### src/hw/port_wake_defs.vh
// port_wake_defs.vh: offsets, field positions, reset values for the port
// input, wake and edge-select block.
// assumes it is included by bare name from the design files.
`ifndef PORT_WAKE_DEFS_VH
`define PORT_WAKE_DEFS_VH

// register offsets on the plain register port
`define OFS_PENDING            8'h05
`define OFS_TIMER_SOURCE       8'h06
`define OFS_EDGE_SELECT        8'h0C
`define OFS_PORT_A_ENABLE      8'h0D
`define OFS_PORT_B_ENABLE      8'h0E
`define OFS_PORT_A_DATA        8'h10

// edge select register fields
`define EDGE_PA0_LSB           0
`define EDGE_PB0_LSB           2
`define EDGE_TIMER_BIT         4

// edge select codes for the two pin fields
`define EDGE_BOTH              2'h0
`define EDGE_RISE              2'h1
`define EDGE_FALL              2'h2

// pending flag positions
`define PEND_PA0               0
`define PEND_PB0               1
`define PEND_TIMER             2

// timer source select: counter bit 8 plus field value
`define TIMER_BIT_BASE         4'h8

// reset values
`define EDGE_SELECT_RESET      5'h00
`define PORT_A_ENABLE_RESET    8'hFF
`define PORT_B_ENABLE_RESET    8'hEF
`define PORT_A_DATA_RESET      8'h00
`define TIMER_SOURCE_RESET     3'h0
`define PENDING_RESET          3'h0

`endif

### src/hw/pin_sync_edge.v
// pin_sync_edge.v: two-flop synchroniser with rise and fall detection.
// assumes pins are asynchronous to clk; one pulse per settled transition.
`timescale 1ns/1ps
`default_nettype none

module pin_sync_edge #(
  parameter WIDTH = 8
) (
  input  wire             clk,
  input  wire             reset_n,
  input  wire             ce,
  input  wire [WIDTH-1:0] pin,
  output wire [WIDTH-1:0] level,
  output wire [WIDTH-1:0] rise,
  output wire [WIDTH-1:0] fall
);

  reg [WIDTH-1:0] meta;
  reg [WIDTH-1:0] stable;
  reg [WIDTH-1:0] prev;

  // meta feeds only stable; edges come from stable against prev
  always @(posedge clk or negedge reset_n) begin
    if (!reset_n) begin
      meta   <= {WIDTH{1'b0}};
      stable <= {WIDTH{1'b0}};
      prev   <= {WIDTH{1'b0}};
    end else if (ce) begin
      meta   <= pin;
      stable <= meta;
      prev   <= stable;
    end
  end

  // one-cycle edge pulses, held off while frozen
  assign level = stable;
  assign rise  = {WIDTH{ce}} & stable & ~prev;
  assign fall  = {WIDTH{ce}} & ~stable & prev;

endmodule // pin_sync_edge

`default_nettype wire

### src/hw/port_input_wake_edge_logic.v
// port_input_wake_edge_logic.v: port A/B input enables, wake-up gating,
// pin and timer edge selection with sticky pending flags, port A data.
// assumes pins are asynchronous, timer count and register port are on clk.
//
// How it works
// - timer event on rising edge of selected bit when select is 0, falling when 1
// - pin edge fields: 00 both edges, 01 rising, 10 falling, 11 nothing
// - port A pins 7,6,4,3: enable gates digital input and wake-up together
// - port A pins 5 and 2: enable gates only the wake-up from toggling
// - port A bit 0 enable gates both wake-up and request from pin 0
// - port B bits 6..0 enable digital input; disabled pin cannot wake
// - emulator variant inverts the enable polarity of both enable registers
// - port A data register, eight bits, read and write, resets to zero
// - each edge event sets a sticky pending flag until software clears it
// - timer source is counter bit 8..15 chosen by a three-bit field
`include "port_wake_defs.vh"
`timescale 1ns/1ps
`default_nettype none

module port_input_wake_edge_logic #(
  parameter EMULATOR_VARIANT = 0,
  parameter PORT_WIDTH       = 8
) (
  input  wire                  clk,
  input  wire                  reset_n,
  input  wire                  ce,
  input  wire [7:0]            addr,
  input  wire [7:0]            wdata,
  input  wire                  wr,
  input  wire                  rd,
  output reg  [7:0]            rdata,
  input  wire [PORT_WIDTH-1:0] port_a_pin,
  input  wire [PORT_WIDTH-1:0] port_b_pin,
  input  wire [15:0]           timer_count,
  output reg  [PORT_WIDTH-1:0] port_a_data,
  output reg  [PORT_WIDTH-1:0] port_a_digital_in,
  output reg  [PORT_WIDTH-1:0] port_b_digital_in,
  output wire [PORT_WIDTH-1:0] port_a_input_on,
  output wire [PORT_WIDTH-1:0] port_b_input_on,
  output reg                   wake_event,
  output wire [2:0]            pending
);

  // decode one 2-bit edge field against rise and fall pulses
  function edge_hit;
    input [1:0] sel;
    input       rise;
    input       fall;
    begin
      case (sel)
        `EDGE_BOTH: edge_hit = rise | fall;
        `EDGE_RISE: edge_hit = rise;
        `EDGE_FALL: edge_hit = fall;
        default:    edge_hit = 1'b0; // reserved code gives no event
      endcase
    end
  endfunction

  // write strobe for one register offset
  function reg_hit;
    input       strobe;
    input [7:0] where;
    input [7:0] offset;
    begin
      reg_hit = strobe & (where == offset);
    end
  endfunction

  // variant polarity: emulator parts treat a cleared bit as enabled
  function [7:0] eff_enable;
    input [7:0] value;
    begin
      if (EMULATOR_VARIANT != 0) begin
        eff_enable = ~value;
      end else begin
        eff_enable = value;
      end
    end
  endfunction

  // one-cycle pulse when a level is high now and was low before
  function pulse;
    input now_level;
    input old_level;
    input run;
    begin
      pulse = run & now_level & ~old_level;
    end
  endfunction

  // registers written by software, and the selected timer bit history
  reg  [4:0]            edge_select;
  reg  [7:0]            port_a_enable;
  reg  [7:0]            port_b_enable;
  reg  [2:0]            timer_source;
  reg  [2:0]            pending_flags;
  reg                   timer_bit_prev;

  // synchronised pin levels and edges
  wire [PORT_WIDTH-1:0] a_level;
  wire [PORT_WIDTH-1:0] a_rise;
  wire [PORT_WIDTH-1:0] a_fall;
  wire [PORT_WIDTH-1:0] b_level;
  wire [PORT_WIDTH-1:0] b_rise;
  wire [PORT_WIDTH-1:0] b_fall;

  // effective enables after the variant polarity
  wire [7:0]            a_en;
  wire [7:0]            b_en;
  wire [7:0]            a_wake_mask;
  wire [7:0]            b_wake_mask;
  wire [7:0]            a_input_mask;
  wire [7:0]            b_input_mask;

  // event strobes
  wire [3:0]            timer_index;
  wire                  timer_bit;
  wire                  timer_rise;
  wire                  timer_fall;
  wire                  hit_pa0;
  wire                  hit_pb0;
  wire                  hit_timer;
  wire [2:0]            hits;
  wire [1:0]            pa0_sel;
  wire [1:0]            pb0_sel;
  wire [PORT_WIDTH-1:0] a_toggle;
  wire [PORT_WIDTH-1:0] b_toggle;
  wire                  a_wake_hit;
  wire                  b_wake_hit;
  wire                  wake_hit;

  // register write decode
  wire                  wr_edge;
  wire                  wr_a_en;
  wire                  wr_b_en;
  wire                  wr_a_data;
  wire                  wr_timer;
  wire                  wr_pending;
  reg  [7:0]            read_value;
  reg  [2:0]            next_pending;
  reg  [7:0]            next_rdata;

  // pin synchronisers for both ports
  pin_sync_edge #(
    .WIDTH (PORT_WIDTH)
  ) u_sync_a (
    .clk     (clk),
    .reset_n (reset_n),
    .ce      (ce),
    .pin     (port_a_pin),
    .level   (a_level),
    .rise    (a_rise),
    .fall    (a_fall)
  );

  pin_sync_edge #(
    .WIDTH (PORT_WIDTH)
  ) u_sync_b (
    .clk     (clk),
    .reset_n (reset_n),
    .ce      (ce),
    .pin     (port_b_pin),
    .level   (b_level),
    .rise    (b_rise),
    .fall    (b_fall)
  );

  // emulator parts read the enable bits inverted
  assign a_en = eff_enable(port_a_enable);
  assign b_en = eff_enable(port_b_enable);

  // input gating: pins 7,6,4,3 follow their bit; 5,2,1,0 stay on
  assign a_input_mask = {a_en[7], a_en[6], 1'b1, a_en[4], a_en[3], 3'b111};
  // wake gating: every bit but reserved pin 1 gates its pin's wake
  assign a_wake_mask  = {a_en[7:2], 1'b1, a_en[0]};
  // port B: bits 6..0 gate input and wake; reserved bit 7 stays on
  assign b_input_mask = {1'b1, b_en[6:0]};
  assign b_wake_mask  = b_input_mask;

  // pad-level enables so analog and crystal pins can stop leakage
  assign port_a_input_on = a_input_mask[PORT_WIDTH-1:0];
  assign port_b_input_on = b_input_mask[PORT_WIDTH-1:0];

  // timer source: counter bit 8 plus the select field
  assign timer_index = `TIMER_BIT_BASE + {1'b0, timer_source};
  assign timer_bit   = timer_count[timer_index];
  assign timer_rise  = pulse(timer_bit, timer_bit_prev, ce);
  assign timer_fall  = pulse(timer_bit_prev, timer_bit, ce);

  // two-bit edge fields of the two pin sources
  assign pa0_sel   = edge_select[`EDGE_PA0_LSB +: 2];
  assign pb0_sel   = edge_select[`EDGE_PB0_LSB +: 2];

  // edge selection per source
  assign hit_pa0   = a_en[0] & edge_hit(pa0_sel, a_rise[0], a_fall[0]);
  assign hit_pb0   = b_en[0] & edge_hit(pb0_sel, b_rise[0], b_fall[0]);
  assign hit_timer = edge_select[`EDGE_TIMER_BIT] ? timer_fall : timer_rise;

  // event vector in pending flag order
  assign hits      = {hit_timer, hit_pb0, hit_pa0};

  // a toggle is either edge of a synchronised pin
  assign a_toggle   = a_rise | a_fall;
  assign b_toggle   = b_rise | b_fall;

  // any toggle on a wake-enabled pin wakes the system
  assign a_wake_hit = |(a_toggle & a_wake_mask[PORT_WIDTH-1:0]);
  assign b_wake_hit = |(b_toggle & b_wake_mask[PORT_WIDTH-1:0]);
  assign wake_hit   = a_wake_hit | b_wake_hit;

  // write strobes per register
  assign wr_edge    = reg_hit(wr, addr, `OFS_EDGE_SELECT);
  assign wr_a_en    = reg_hit(wr, addr, `OFS_PORT_A_ENABLE);
  assign wr_b_en    = reg_hit(wr, addr, `OFS_PORT_B_ENABLE);
  assign wr_a_data  = reg_hit(wr, addr, `OFS_PORT_A_DATA);
  assign wr_timer   = reg_hit(wr, addr, `OFS_TIMER_SOURCE);
  assign wr_pending = reg_hit(wr, addr, `OFS_PENDING);

  // pending flags: writing 0 clears a bit, a new event in the same cycle wins
  always @* begin
    next_pending = pending_flags;
    if (wr_pending) begin
      next_pending = pending_flags & wdata[2:0];
    end
    next_pending = next_pending | hits;
  end

  // edge select register, write-only
  always @(posedge clk or negedge reset_n) begin
    if (!reset_n) begin
      edge_select <= `EDGE_SELECT_RESET;
    end else if (ce && wr_edge) begin
      edge_select <= wdata[4:0];
    end
  end

  // port A enable register, write-only
  always @(posedge clk or negedge reset_n) begin
    if (!reset_n) begin
      port_a_enable <= `PORT_A_ENABLE_RESET;
    end else if (ce && wr_a_en) begin
      port_a_enable <= wdata;
    end
  end

  // port B enable register, write-only
  always @(posedge clk or negedge reset_n) begin
    if (!reset_n) begin
      port_b_enable <= `PORT_B_ENABLE_RESET;
    end else if (ce && wr_b_en) begin
      port_b_enable <= wdata;
    end
  end

  // timer source select, write-only
  always @(posedge clk or negedge reset_n) begin
    if (!reset_n) begin
      timer_source <= `TIMER_SOURCE_RESET;
    end else if (ce && wr_timer) begin
      timer_source <= wdata[2:0];
    end
  end

  // port A data register
  always @(posedge clk or negedge reset_n) begin
    if (!reset_n) begin
      port_a_data <= `PORT_A_DATA_RESET;
    end else if (ce && wr_a_data) begin
      port_a_data <= wdata[PORT_WIDTH-1:0];
    end
  end

  // sticky pending flags
  always @(posedge clk or negedge reset_n) begin
    if (!reset_n) begin
      pending_flags <= `PENDING_RESET;
    end else if (ce) begin
      pending_flags <= next_pending;
    end
  end

  // selected timer bit history for edge detection
  always @(posedge clk or negedge reset_n) begin
    if (!reset_n) begin
      timer_bit_prev <= 1'b0;
    end else if (ce) begin
      timer_bit_prev <= timer_bit;
    end
  end

  // gated digital inputs, registered
  always @(posedge clk or negedge reset_n) begin
    if (!reset_n) begin
      port_a_digital_in <= {PORT_WIDTH{1'b0}};
      port_b_digital_in <= {PORT_WIDTH{1'b0}};
    end else if (ce) begin
      port_a_digital_in <= a_level & a_input_mask[PORT_WIDTH-1:0];
      port_b_digital_in <= b_level & b_input_mask[PORT_WIDTH-1:0];
    end
  end

  // wake pulse, one cycle per qualifying toggle
  always @(posedge clk or negedge reset_n) begin
    if (!reset_n) begin
      wake_event <= 1'b0;
    end else if (ce) begin
      wake_event <= wake_hit;
    end
  end

  // read mux: write-only registers read as zero
  always @* begin
    read_value = 8'h00;
    case (addr)
      `OFS_PORT_A_DATA:   read_value = port_a_data;
      `OFS_PENDING:       read_value = {5'h00, pending_flags};
      `OFS_EDGE_SELECT:   read_value = 8'h00; // write-only
      `OFS_PORT_A_ENABLE: read_value = 8'h00; // write-only
      `OFS_PORT_B_ENABLE: read_value = 8'h00; // write-only
      `OFS_TIMER_SOURCE:  read_value = 8'h00; // write-only
      default:            read_value = 8'h00;
    endcase
  end

  // read data is zero unless a read strobe is taken
  always @* begin
    next_rdata = 8'h00;
    if (rd) begin
      next_rdata = read_value;
    end
  end

  // read data stands only in the cycle after the strobe
  always @(posedge clk or negedge reset_n) begin
    if (!reset_n) begin
      rdata <= 8'h00;
    end else if (ce) begin
      rdata <= next_rdata;
    end
  end

  assign pending = pending_flags;

endmodule // port_input_wake_edge_logic

`default_nettype wire

### config.mk
export PLATFORM = sky130hd
export DESIGN_NAME = port_input_wake_edge_logic
export DESIGN_NICKNAME = d
export VERILOG_FILES = /design/src/hw/pin_sync_edge.v /design/src/hw/port_input_wake_edge_logic.v
export VERILOG_INCLUDE_DIRS = /design/src /design/src/hw
export SDC_FILE = /design/constraint.sdc
export NUM_CORES = 1
export LEC_CHECK = 0
export ABC_AREA = 1
export BUFFER_PORTS_ARGS = -buffer_cell sky130_fd_sc_hd__buf_4
export CORE_MARGIN = 3
export CORE_UTILIZATION = 50
export DETAILED_ROUTE_END_ITERATION = 8
export MAX_ROUTING_LAYER = met4
export PLACE_DENSITY = 0.75
export SLEW_MARGIN = 20
export SYNTH_ARGS = -nofsm -noshare
export SYNTH_HDL_FRONTEND = slang
export SYNTH_SLANG_ARGS = --single-unit
### constraint.sdc
create_clock -name clk -period 1.8 [get_ports clk]
set_input_delay 0.18 -clock clk [delete_from_list [all_inputs] [get_ports clk]]
set_output_delay 0.18 -clock clk [all_outputs]
set_load 0.02 [all_outputs]
; ---- Word-level counts from Yosys, hierarchy flattened
; Cells that the tools add are included.
[totals]
ff_bits = 108
inputBits = 53
output_inout_bits = 52
elab_cells = 83
[classes]
n_addsub = 1
magnitude_cmp = 1
n_eq_ne = 10
mux = 8
bitwise_logic = 37
n_reduce_logical = 9
[op_table]
columns = op, n
row1 = AND 8 bit, 12
row2 = inverter 8 bit, 4
row3 = "== test 8 x 4 -> 1 bit, second input constant", 3
row4 = "== test 8 x 3 -> 1 bit, second input constant", 2
row5 = bitwise OR 8 bit, 2
row6 = case mux 8 bit (2 select lines), 1
row7 = OR reduction 8 bit, 2
row8 = AND 1 bit, 12
row9 = "== test 8 x 5 -> 1 bit, second input constant", 1
row10 = two-way mux 8 bit, 1
row11 = case mux 1 bit (3 select lines), 2
row12 = logical AND 1 bit, 5
row13 = "< comparator 4 x 5 -> 1 bit, second input constant", 1
row14 = "adder 4 x 3 -> 4 bit, first input constant", 1
row15 = binary-select mux 1 bit (select 4 bit), 1
row16 = "== test 2 x 1 -> 1 bit, second input constant", 2
row17 = "== test 2 bit, second input constant", 2
row18 = logical NOT 2 bit, 2
row19 = AND 3 bit, 1
row20 = two-way mux 3 bit, 1
row21 = bitwise OR 1 bit, 3
row22 = bitwise OR 3 bit, 1
row23 = two-way mux 1 bit, 2
row24 = inverter 1 bit, 2

; ---- Depth between registers and ports, before layout
; Gate-level depths: netlist of run 1.
[logic_depth]
word_depth = 7
depth_mapped = 9
ltp_nobuf = 9

; ---- By module
; From an unflattened synthesis of run 1, not the netlist that was laid out.
[unflattened]
cells_unflattened = 591
hier_area_um2 = 4870.9
[modules_own_cells]
columns = module, instances, cells_per_inst, area_each_um2
row1 = port_input_wake_edge_logic, 1, 333, 2793.9
row2 = pin_sync_edge, 2, 129, 1038.5

; ---- Least setup slack after synthesis of run 1
; OpenSTA, ideal clock, no wires.
[synth_path]
path_kind = input to register
startpoint = in addr[7]
endpoint = reg port_a_data[3]
setup_time_ns = 0.123
t_arrival_ns = 0.956
path_slack_ns = 0.721
stages = 6
n_path_buf = 1
cell_sequence = nor2_1 nand3_1 or2_1 buf_2 o21ai_0 nand2_1
[synth_via]
elab_chain_cells = 3
[synth_lines]
columns = item, line_no
row1 = from (decl), port_input_wake_edge_logic.v:27  ; input wire [7:0] addr,
row2 = == test 8 x 5 -> 1 bit, port_input_wake_edge_logic.v:65  ; reg_hit = strobe & (where == offset);
row3 = AND 1 bit, port_input_wake_edge_logic.v:65
row4 = logical AND 1 bit, port_input_wake_edge_logic.v:268  ; end else if (ce && wr_a_data) begin
row5 = to (signal assigned), port_input_wake_edge_logic.v:267  ; port_a_data <= `PORT_A_DATA_RESET;
row6 = to (signal assigned), port_input_wake_edge_logic.v:269  ; port_a_data <= wdata[PORT_WIDTH-1:0];
row7 = to (decl), port_input_wake_edge_logic.v:35  ; output reg [PORT_WIDTH-1:0] port_a_data,
; No other way between the ends.
; A chain may end at the register's enable or synchronous reset.

; ---- Worst setup path after layout of run 1
[layout_path]
startpoint = reg port_b_enable[2] (netlist: b_en[2])
endpoint = out port_b_input_on[2]
[layout_lines]
columns = item, line_no
row1 = from (decl), port_input_wake_edge_logic.v:94  ; reg [7:0] port_b_enable;
row2 = from (signal assigned), port_input_wake_edge_logic.v:249  ; port_b_enable <= `PORT_B_ENABLE_RESET;
row3 = from (signal assigned), port_input_wake_edge_logic.v:251  ; port_b_enable <= wdata;
row4 = to (decl), port_input_wake_edge_logic.v:39  ; output wire [PORT_WIDTH-1:0] port_b_input_on,
; No word-level cell between the ends.

==> results of run 1 <==
## worst min-delay path: stages
cell and delay [ns]:
buf_4 0.07, nand2_1 0.04, nand2_1 0.05
## metal layers
layer / global-route usage [%] / up-vias / part of all wire, %
li1: - / 1908 / -
met1: 27.2 / 1774 / 46
met2: 32.0 / 101 / 47
met3: 3.89 / 17 / 5.8
met4: 7.57 / 0 / 1.6
met5: - / - / 0
## power by group through the flow
stage	sequential, mW	clock [mW]	combinational, mW
6_report	2.57	1.42	0.646
5_1_grt	2.59	1.54	0.735
4_1_cts	2.57	1.46	0.655
3_5_place_dp	2.61	0	0.650
3_3_place_gp	2.61	0	0.624
2_1_floorplan	2.62	0	0.358
## area by class of cell
type / count / share of cell area (%)
Sequential cell: 102 / 46.3
Tap cell: 108 / 2.43
Timing Repair Buffer: 101 / 14.4
Clock buffer: 11 / 2.37
Clock inverter: 5 / 1.08
Multi-Input combinational cell: 369 / 29.2
Inverter: 62 / 4.19
## worst paths after layout
check | to | depth (start not counted) | from
min reg2reg | u_sync_a.meta[1] | 2 | u_sync_a.meta[1]
max reg2reg | pending[2] | 8 | timer_source[0]
max in group asynchronous | b_en[3] | 3 | reset_n
min | u_sync_b.meta[7] | 3 | port_b_pin[7]
min in group asynchronous | timer_bit_prev | 3 | reset_n
max | port_b_input_on[2] | 1 | b_en[2]
## kinds of logic (layout without fill, tap and decap cells)
kind of cell,Yosys count,in the layout
buf+inv,96,179
compound gates,77,77
simple gates,287,287
other cells,1,5
flops,102,102
## registers in the layout, summed over array words and instances, names as in the netlist
signal / cells
a_en: 7
b_en: 7
edge_select: 5
pending: 3
port_a_data: 8
port_a_digital_in: 8
port_b_digital_in: 8
rdata: 8
timer_bit_prev: 1
timer_source: 3
u_sync_a.level: 8
u_sync_a.meta: 8
u_sync_a.prev: 4
u_sync_b.level: 8
u_sync_b.meta: 8
u_sync_b.prev: 7
wake_event: 1
## what timing repair did
item	4_1_cts	5_1_grt
hold buffers	1	1
endpoints found under the hold margin	89	1
gates resized for setup	0	0
setup endpoints to repair	0	0
## placed cells by master (no fill, tap or decap), types with 2 or more instances in the layout
cell type	count
nand2_1	227
buf_4	96
dfrtp_1	89
o21ai_0	61
inv_1	60
nand3_1	30
dfstp_2	13
nor2_1	11
nand4_1	10
clkbuf_8	9
o21ai_2	7
o21ai_1	6
conb_1	5
nand4_2	3
buf_12	3
inv_2	2
clkinv_4	2
clkbuf_1	2
dlygate4sd3_1	2
==> summary.txt, run 1 <==
Outcome
  • Result of the run: complete, no violations

Synthesis
  • Post-synthesis xor/xnor area fraction: 0%
  • Area leader, netlist: dfrtp_1
  • Synth cell types: 25
  • Synth top area share: 48.2%
  • Simple-gate share of the synthesized area: 25.7%
  • Syn Std Cell Area: 4620 µm²
  • Synth Area in Compound Gates: roughly 9.0%
  • Post-Syn Area per Cell: about 8.2 µm²
  • Post-synth top cells: 227 x nand2_1, 89 x dfrtp_1, 61 x o21ai_0
  • Number of synthesized flops with an enable pin: 0
  • Synth Warn #: 0
  • Synth Area in Adders: 0%
  • Area contributors post-synth: dfrtp_1 48%, nand2_1 18%, dfstp_2 7.4%, o21ai_0 6.6%, inv_1 4.9%
  • Post-synthesis sequential area ratio: 55.6%
  • Asr flop ratio synth: 100%
  • FF+latch count, synth: 102
  • Top-count cell post-synth: nand2_1
  • Post-Syn Instances: 563
  • Mux share of post-synthesis cell area: 0%
  • Largest family of logic cells by synthesized area: simple AND/OR/NAND/NOR gates
  • Top_reg_cell synth: dfrtp_1

Final layout
  • Multi-input logic area: 1620 µm²
  • Register area: 2570 µm²
  • Post-layout util: 62.7%
  • Post-Layout Cell Count: 758
  • Final layout net count: 698
  • # diodes: 0
  • Finished layout cell area: 5550 µm²
  • Layout cells sized above 1: 21.8%
  • Layout area overhead: 20.2%
  • Fillcell total: 810

Setup path
  • CP Cell Sequence: buf_4
  • Crit end category: primary output
  • Crit path buffers/inverters: 1
  • R2r setup slk: 0.59 ns
  • CP Data Arrival Time: 1.10 ns
  • WP data required: 1.62 ns
  • Critical path's largest stage delay: 0.59 ns
  • Crit path max fanout: 4
  • Highest-delay cell along the critical path: dfstp_2
  • Critical Path Start Type: register
  • Critical path's top delay family: flip-flops
  • CP Class: reg2out

Global routing
  • Antenna violations before repair: 0
  • Remaining Overflow, GRT: 0
  • Largest net degree at the start of global routing: 103
  • First-pass GRT wire length: about 16 mm
  • Vias in the first global route: 3607
  • Gr usage total: 20.7%

Timing
  • Final Worst Setup Slack: 0.515 ns
  • Period utilisation layout: 71.4%
  • Slew HR: 64.3%
  • RSZ-0062 raised after global routing: false
  • Final Skew: 0.0113 ns
  • Worst-Margin Slew: between 0.5 and 0.6 ns
  • Setup TNS: 0 ns
  • Hold Slack: approximately 0.013 ns
  • Fmax: 778 MHz
  • Final Hold Vio Count: 0
  • Tmin final: roughly 1.3 ns
  • Final setup vio count: 0
  • Pins Over Slew Limit: 0

Route
  • Vias: 3800
  • ANT nets after route: 0
  • DRC errors left: 0
  • Avg WL per Cell: about 13 µm
  • DR vias/cell: 5.01
  • Drt first-iter violations: 181
  • TritonRoute pass-1 iters: 4
  • WL final: approximately 10 mm

Power
  • Combinational power share: 14.0%
  • Clock Power Share: 30.5%
  • Net Sw Power: 1.28 mW
  • PD cells: 835 nW/µm²
  • Pwr Total: 4.63 mW
  • VDD IR max: 0.378 mV
  • Internal: 3.36 mW
  • Flop pwr share: between 50 and 60%
  • Switching Fraction: 27.5%
  • Static Leak: between 2 and 3 nW

Clocking
  • Clock edge transition at the registers on the reported setup and hold paths: 0.10 ns
  • H-Tree Depth: 3
  • Root buffer cell: clkbuf_8
  • Clock Sinks: ~100
  • TritonCTS Buffers: 9
  • Worst skew pair latency: about 0.36 ns
  • Post-CTS Setup Inserts: 0
  • Clk buf depth: 2
  • CTS tree: built

Die
  • Die W: 102 µm
  • Core area: 8850 µm²
  • Die Y: 102 µm
  • Io pins: about 110
  • Initial Util: 52.2%
  • Die ar.: 10400 µm²
  • Core Rows: 34

Place
  • Routability Congestion: 0.857
  • Area after DPL: approximately 5300 µm²
  • Number of cells after detailed placement: 740
  • Pre-CTS setup slack: ~0.30 ns
  • DP Wirelength: 7.28 mm
  • IO Port Bufs: 91

Flow run
  • MaxCap Viol Count: 0

Worst hold path
  • Worst Hold Class: in2reg
Note: power is estimated with default switching activity, not from simulation.
==> inputs of run 2 (changes only) <==
--- a/config.mk
+++ b/config.mk
@@ -9,10 +9,10 @@
 export ABC_AREA = 1
 export BUFFER_PORTS_ARGS = -buffer_cell sky130_fd_sc_hd__buf_4
 export CORE_MARGIN = 3
-export CORE_UTILIZATION = 50
+export CORE_UTILIZATION = 49
 export DETAILED_ROUTE_END_ITERATION = 8
 export MAX_ROUTING_LAYER = met4
-export PLACE_DENSITY = 0.75
+export PLACE_DENSITY = 0.76
 export SLEW_MARGIN = 20
 export SYNTH_ARGS = -nofsm -noshare
 export SYNTH_HDL_FRONTEND = slang
==> constraint.sdc (replaced) <==
create_clock -name clk -period 1.07 [get_ports clk]
set_input_delay 0.107 -clock clk [delete_from_list [all_inputs] [get_ports clk]]
set_output_delay 0.107 -clock clk [all_outputs]
set_load 0.02 [all_outputs]
==> run 2 against run 1 <==
Compared with the run above:
- first-iteration DRC count fell by 8.8%
- largest power group unchanged
- the flow now finishes with violations (negative setup slack)
- die area rose by 1.9%
- flip-flop and latch count did not move
- clock power rose by 78%
- critical path type unchanged
- highest routed layer unchanged
==> summary.txt, run 2 (synthesis gave the netlist of run 1 again) <==
Route
  • Avg WL per Cell: 14.1 µm
  • WL final: 11.9 mm
  • Vias: roughly 4300
  • ANT nets after route: 0
  • DRC errors left: 0
  • TritonRoute pass-1 iters: 5
  • Drt first-iter violations: about 170
  • DR vias/cell: 5.05

Worst hold path
  • Worst Hold Class: in2reg
  • Hold Path Origin: rd
  • Worst hold stages: 5
  • WHS Endpoint: rdata[0]

Setup path
  • CP Data Arrival Time: ~1.1 ns
  • FF-to-FF path depth: 9
  • Crit end category: primary output
  • Critical path's top delay family: flip-flops
  • R2r setup slk: -0.07 ns
  • Critical path's largest stage delay: 0.56 ns
  • CP dominant cell by count: buf_6
  • CP Class: reg2out
  • WP data required: between 0.9 and 1 ns
  • Critical Path Start Type: register
  • CP Cell Sequence: buf_6 -> buf_6
  • Highest-delay cell along the critical path: dfstp_2
  • Worst r2r src: port_a_digital_in[0]
  • Crit path buffers/inverters: 2
  • Worst r2r dst: wake_event
  • Crit path max fanout: 2

Power
  • Internal: 6.03 mW
  • PD cells: 1290 nW/µm²
  • VDD IR max: roughly 0.95 mV
  • Switching Fraction: 27.5%
  • Static Leak: 3.42 nW
  • Net Sw Power: about 2.3 mW
  • Pwr Total: 8.33 mW
  • Clock Power Share: 30.4%
  • Combinational power share: 17.5%
  • Flop pwr share: between 50 and 60%

Final layout
  • Finished layout cell area: 6460 µm²
  • # diodes: 0
  • Final layout net count: 782
  • Layout area overhead: 40.0%
  • Post-layout util: between 70% and 80%
  • Commonest non-fill, non-tap cells in the layout: 223 x nand2_1, 123 x buf_4, 88 x dfrtp_1
  • Most common cell after layout, fill and taps aside: nand2_1
  • Layout cells sized above 1: 30.5%
  • Post-Layout Cell Count: 842

Timing
  • Pins Over Slew Limit: 0
  • Fmax: 810 MHz
  • Final Worst Setup Slack: -0.165 ns
  • Period utilisation layout: 115%
  • RSZ-0062 raised after global routing: true
  • Hold Slack: 0.122 ns
  • Final Skew: 0.00645 ns
  • Tmin final: 1.23 ns
  • Final setup vio count: 16
  • Final Hold Vio Count: 0
  • Setup TNS: -1.48 ns

Place
  • IO Port Bufs: 91
  • Number of cells after detailed placement: between 700 and 800
  • DP Wirelength: 8.25 mm
  • Pre-CTS setup slack: -0.183 ns
  • Routability Congestion: 0.982
  • Area after DPL: about 5700 µm²

Global routing
  • Remaining Overflow, GRT: 0
  • Largest net degree at the start of global routing: 29
  • Antenna violations before repair: 0
  • First-pass GRT wire length: between 15 and 20 mm
  • Vias in the first global route: 4184
  • Gr usage total: 23.6%

Die
  • Die ar.: 10600 µm²
  • Core area: ~9000 µm²
  • Initial Util: 51.7%
  • Die Y: 103 µm
  • Die W: about 100 µm
  • Core Rows: 34
  • Io pins: 105

Outcome
  • Result of the run: finished, violations left
  • Failing checks: negative setup slack

Clocking
  • TritonCTS Buffers: 9
  • Worst skew pair latency: 0.36 ns
  • Root buffer cell: clkbuf_8
  • CTS tree: built
  • H-Tree Depth: 3
  • Clk buf depth: 2
  • Clock edge transition at the registers on the reported setup and hold paths: 0.10 ns
  • Clock Sinks: 102

Flow run
  • MaxCap Viol Count: 0
-- run 2: power by group through the flow --
| stage | clock network [mW] | logic [mW] | registers, mW |
|---|---|---|---|
| 3_5_place_dp | 0 | 1.23 | 4.40 |
| 3_3_place_gp | 0 | 1.19 | 4.38 |
| 4_1_cts | 2.57 | 1.39 | 4.32 |
| 6_report | 2.53 | 1.46 | 4.34 |
| 2_1_floorplan | 0 | 0.603 | 4.41 |
| 5_1_grt | 2.73 | 1.62 | 4.38 |
-- run 2: what timing repair did --
item,in CTS,in global routing
setup endpoints to repair,20,31
hold buffers,25,0
resized for setup,27,25
pin swaps,1,5
hold endpoints to repair,86,0
buffers inserted,14,8
-- run 2: final cells by class --
cell class | count | area (µm²)
clock buffers | 11 | 151
clock inverters | 5 | 56.3
fillers | 638 | 2470
inverters | 62 | 233
multi-input cells | 369 | 1680
flip-flops and latches | 102 | 2570
well taps | 108 | 135
repair buffers | 185 | 1630
-- run 2: metal layers --
layer	share of wire (%)	vias to the layer above	global-route usage, %
li1	-	2071	-
met2	47	160	37.7
met3	6.3	30	4.19
met1	44	1989	30.2
met5	0	-	-
met4	2.6	0	8.67
-- run 2: worst reg2reg max path, delay by kind of cell (launching register included) --
kind | cells | cell delay, ns
simple gates | 8 | 0.55
buf+inv | 1 | 0.06
flops | 1 | 0.42
-- run 2: how the worst max path moves through the flow --
stage	startpoint	to	depth (start not counted)
finish	a_en[3]	port_a_input_on[3]	2
global route	port_a_digital_in[0]	wake_event	9
CTS	a_en[6]	port_a_input_on[6]	2
detailed placement	addr[7]	port_a_data[5]	7
global placement	addr[7]	port_a_data[3]	7
floorplan	b_en[4]	wake_event	8
==> inputs of run 3 (changes only) <==
==> constraint.sdc (replaced) <==
create_clock -name clk -period 1.07 [get_ports clk]
set_input_delay 0.107 -clock clk [delete_from_list [all_inputs] [get_ports clk]]
set_output_delay 0.107 -clock clk [all_outputs]
set_load 0.01 [all_outputs]
==> run 3 against run 2 <==
Compared with the run above:
- the flow still finishes with violations (negative setup slack)
- global-route usage fell by 0.84 points
- final cell count fell by 1.4%
- critical path depth rose by 1
- non-clock buffer count fell by 12
- count of clock-buffer cells in the layout rose by 2
- design area fell by 2.1%
- wire length fell by 3.4%
- power fell by 6.0%
- worst setup slack got worse by 0.026 ns
- largest power group unchanged
- highest routed layer unchanged
==> summary.txt, run 3 (synthesis gave the netlist of run 1 again) <==
Outcome
  • Result of the run: finished, violations left
  • Failing checks: negative setup slack

Clocking
  • Clock edge transition at the registers on the reported setup and hold paths: 0.10 ns
  • Worst skew pair latency: roughly 0.36 ns
  • Root buffer cell: clkbuf_8
  • Clock Sinks: 102
  • TritonCTS Buffers: 9
  • Clk buf depth: 2
  • H-Tree Depth: 3
  • CTS tree: built

Power
  • Static Leak: 3.34 nW
  • Pwr Total: ~7.8 mW
  • VDD IR max: 0.820 mV
  • PD cells: 1240 nW/µm²

Global routing
  • Largest net degree at the start of global routing: 37
  • Remaining Overflow, GRT: 0
  • Antenna violations before repair: 0
  • First-pass GRT wire length: 18.4 mm
  • Gr usage total: 22.7%
  • Vias in the first global route: 3936

Setup path
  • Worst r2r dst: wake_event
  • Critical path's largest stage delay: 0.43 ns
  • Critical Path Start Type: register
  • CP dominant cell by count: buf_6
  • CP Cell Sequence: buf_4 -> buf_6 -> buf_6
  • Worst r2r src: port_a_digital_in[0]
  • Worst Setup EP: port_a_digital_in[0]
  • R2r setup slk: -0.12 ns
  • CP Class: reg2out
  • WP data required: 0.96 ns
  • Crit path max fanout: 3
  • CP Data Arrival Time: 1.15 ns
  • Highest-delay cell along the critical path: dfrtp_1
  • Crit end category: primary output
  • Worst Setup SP: port_a_digital_in[0]
  • FF-to-FF path depth: 9

Flow run
  • MaxCap Viol Count: 0

Final layout
  • Layout cells sized above 1: 28.9%
  • Finished layout cell area: approximately 6300 µm²
  • Layout area overhead: 37.1%
  • Post-layout util: 70.9%
  • Fillcell total: 688
  • Most common cell after layout, fill and taps aside: nand2_1
  • # diodes: 0
  • Commonest non-fill, non-tap cells in the layout: 222 x nand2_1, 114 x buf_4, 88 x dfrtp_1
  • Final layout net count: 770

Timing
  • Final Hold Vio Count: 0
  • Period utilisation layout: 118%
  • Tmin final: about 1.3 ns
  • RSZ-0062 raised after global routing: true
  • Pins Over Slew Limit: 0
  • Final Worst Setup Slack: -0.191 ns
  • Final setup vio count: 16
  • Final Skew: about 0.0099 ns
  • Fmax: 793 MHz

Die
  • Initial Util: 51.7%
  • Die ar.: around 11000 µm²
  • Core area: 8930 µm²
  • Die Y: ~100 µm
  • Core Rows: 34
  • Die W: approximately 100 µm
  • Io pins: 105

Route
  • DR vias/cell: 4.98
  • Drt first-iter violations: 171
  • ANT nets after route: 0
  • Vias: 4135
  • DRC errors left: 0
  • WL final: 11.5 mm
  • Avg WL per Cell: 13.8 µm
  • TritonRoute pass-1 iters: 4

Place
  • Routability Congestion: 0.955
  • IO Port Bufs: 91
  • Area after DPL: 5620 µm²
  • DP Wirelength: 7.99 mm

Worst hold path
  • Hold Path Origin: rd
  • Worst Hold Class: in2reg
[run 3: cell types whose count changed in the layout (fill, tap and decap cells not counted), sizes merged]
cell	delta
buf	-12
clkbuf	+2
bufinv	-1
clkinv	-1
clkinvlp	+1
inv	-1
[run 3: cell type report]
cell class | count | area, µm² | area share (%)
Timing Repair Buffer | 173 | 1540 | 24.4
Clock buffer | 13 | 149 | 2.35
Clock inverter | 3 | 20.0 | 0.316
Inverter | 62 | 235 | 3.72
Tap cell | 108 | 135 | 2.13
Multi-Input combinational cell | 369 | 1680 | 26.5
Sequential cell | 102 | 2570 | 40.6
[run 3: worst min-delay path by stage]
stage / endpoint / slack, ns / depth (start not counted)
finish: rdata[0] / 0.13 / 5
global route: pending[0] / 0.16 / 4
CTS: rdata[0] / 0.13 / 5
detailed placement: u_sync_b.prev[2] / 0.02 / 1
global placement: u_sync_b.prev[2] / 0.02 / 1
floorplan: b_en[4] / -0.19 / 0
[run 3: critical path, delay by kind of cell, from the launching register on]
| kind | cells | cell delay (ns) |
|---|---|---|
| buffers and inverters | 3 | 0.36 |
| DFF | 1 | 0.43 |
[run 3: layer usage]
metal / vias up / track usage, % / wire (µm) / part of all wire (%)
met1: 1938 / 30.9 / 5150 / 45
met3: 14 / 3.59 / 684 / 6.0
met4: 0 / 4.78 / 138 / 1.2
met2: 131 / 36.5 / 5490 / 48
li1: 2052 / - / - / -
met5: - / - / 0 / 0
[run 3: power by group]
group / total, mW / leakage (nW) / switching (mW) / internal [mW]
logic: 1.31 / 1.98 / 0.671 / 0.634
clock network: 2.19 / 0.0796 / 1.28 / 0.911
registers: 4.34 / 1.28 / 0.207 / 4.13
total: 7.83 / 3.34 / 2.16 / 5.68
[run 3: stage by stage]
stage | worst slack [ns] | setup TNS, ns | hold slack [ns] | std cells
floorplan | 0.0432 | 0 | -0.189 | 567
global placement | -0.137 | -2.44 | 0.0217 | 772
detailed placement | -0.209 | -3.81 | 0.0228 | 772
CTS | -0.166 | -1.47 | 0.127 | 826
global route | -0.251 | -2.29 | 0.164 | 830
finish | -0.191 | -1.44 | 0.135 | 830
[run 3: what timing repair did]
action / 4_1_cts / 5_1_grt
gates resized for setup: 31 / 18
pin swaps: 3 / 11
buffers inserted: 13 / 4
hold endpoints to repair: 113 / 0
endpoints found under the setup margin: 17 / 22
hold buffers: 25 / 0
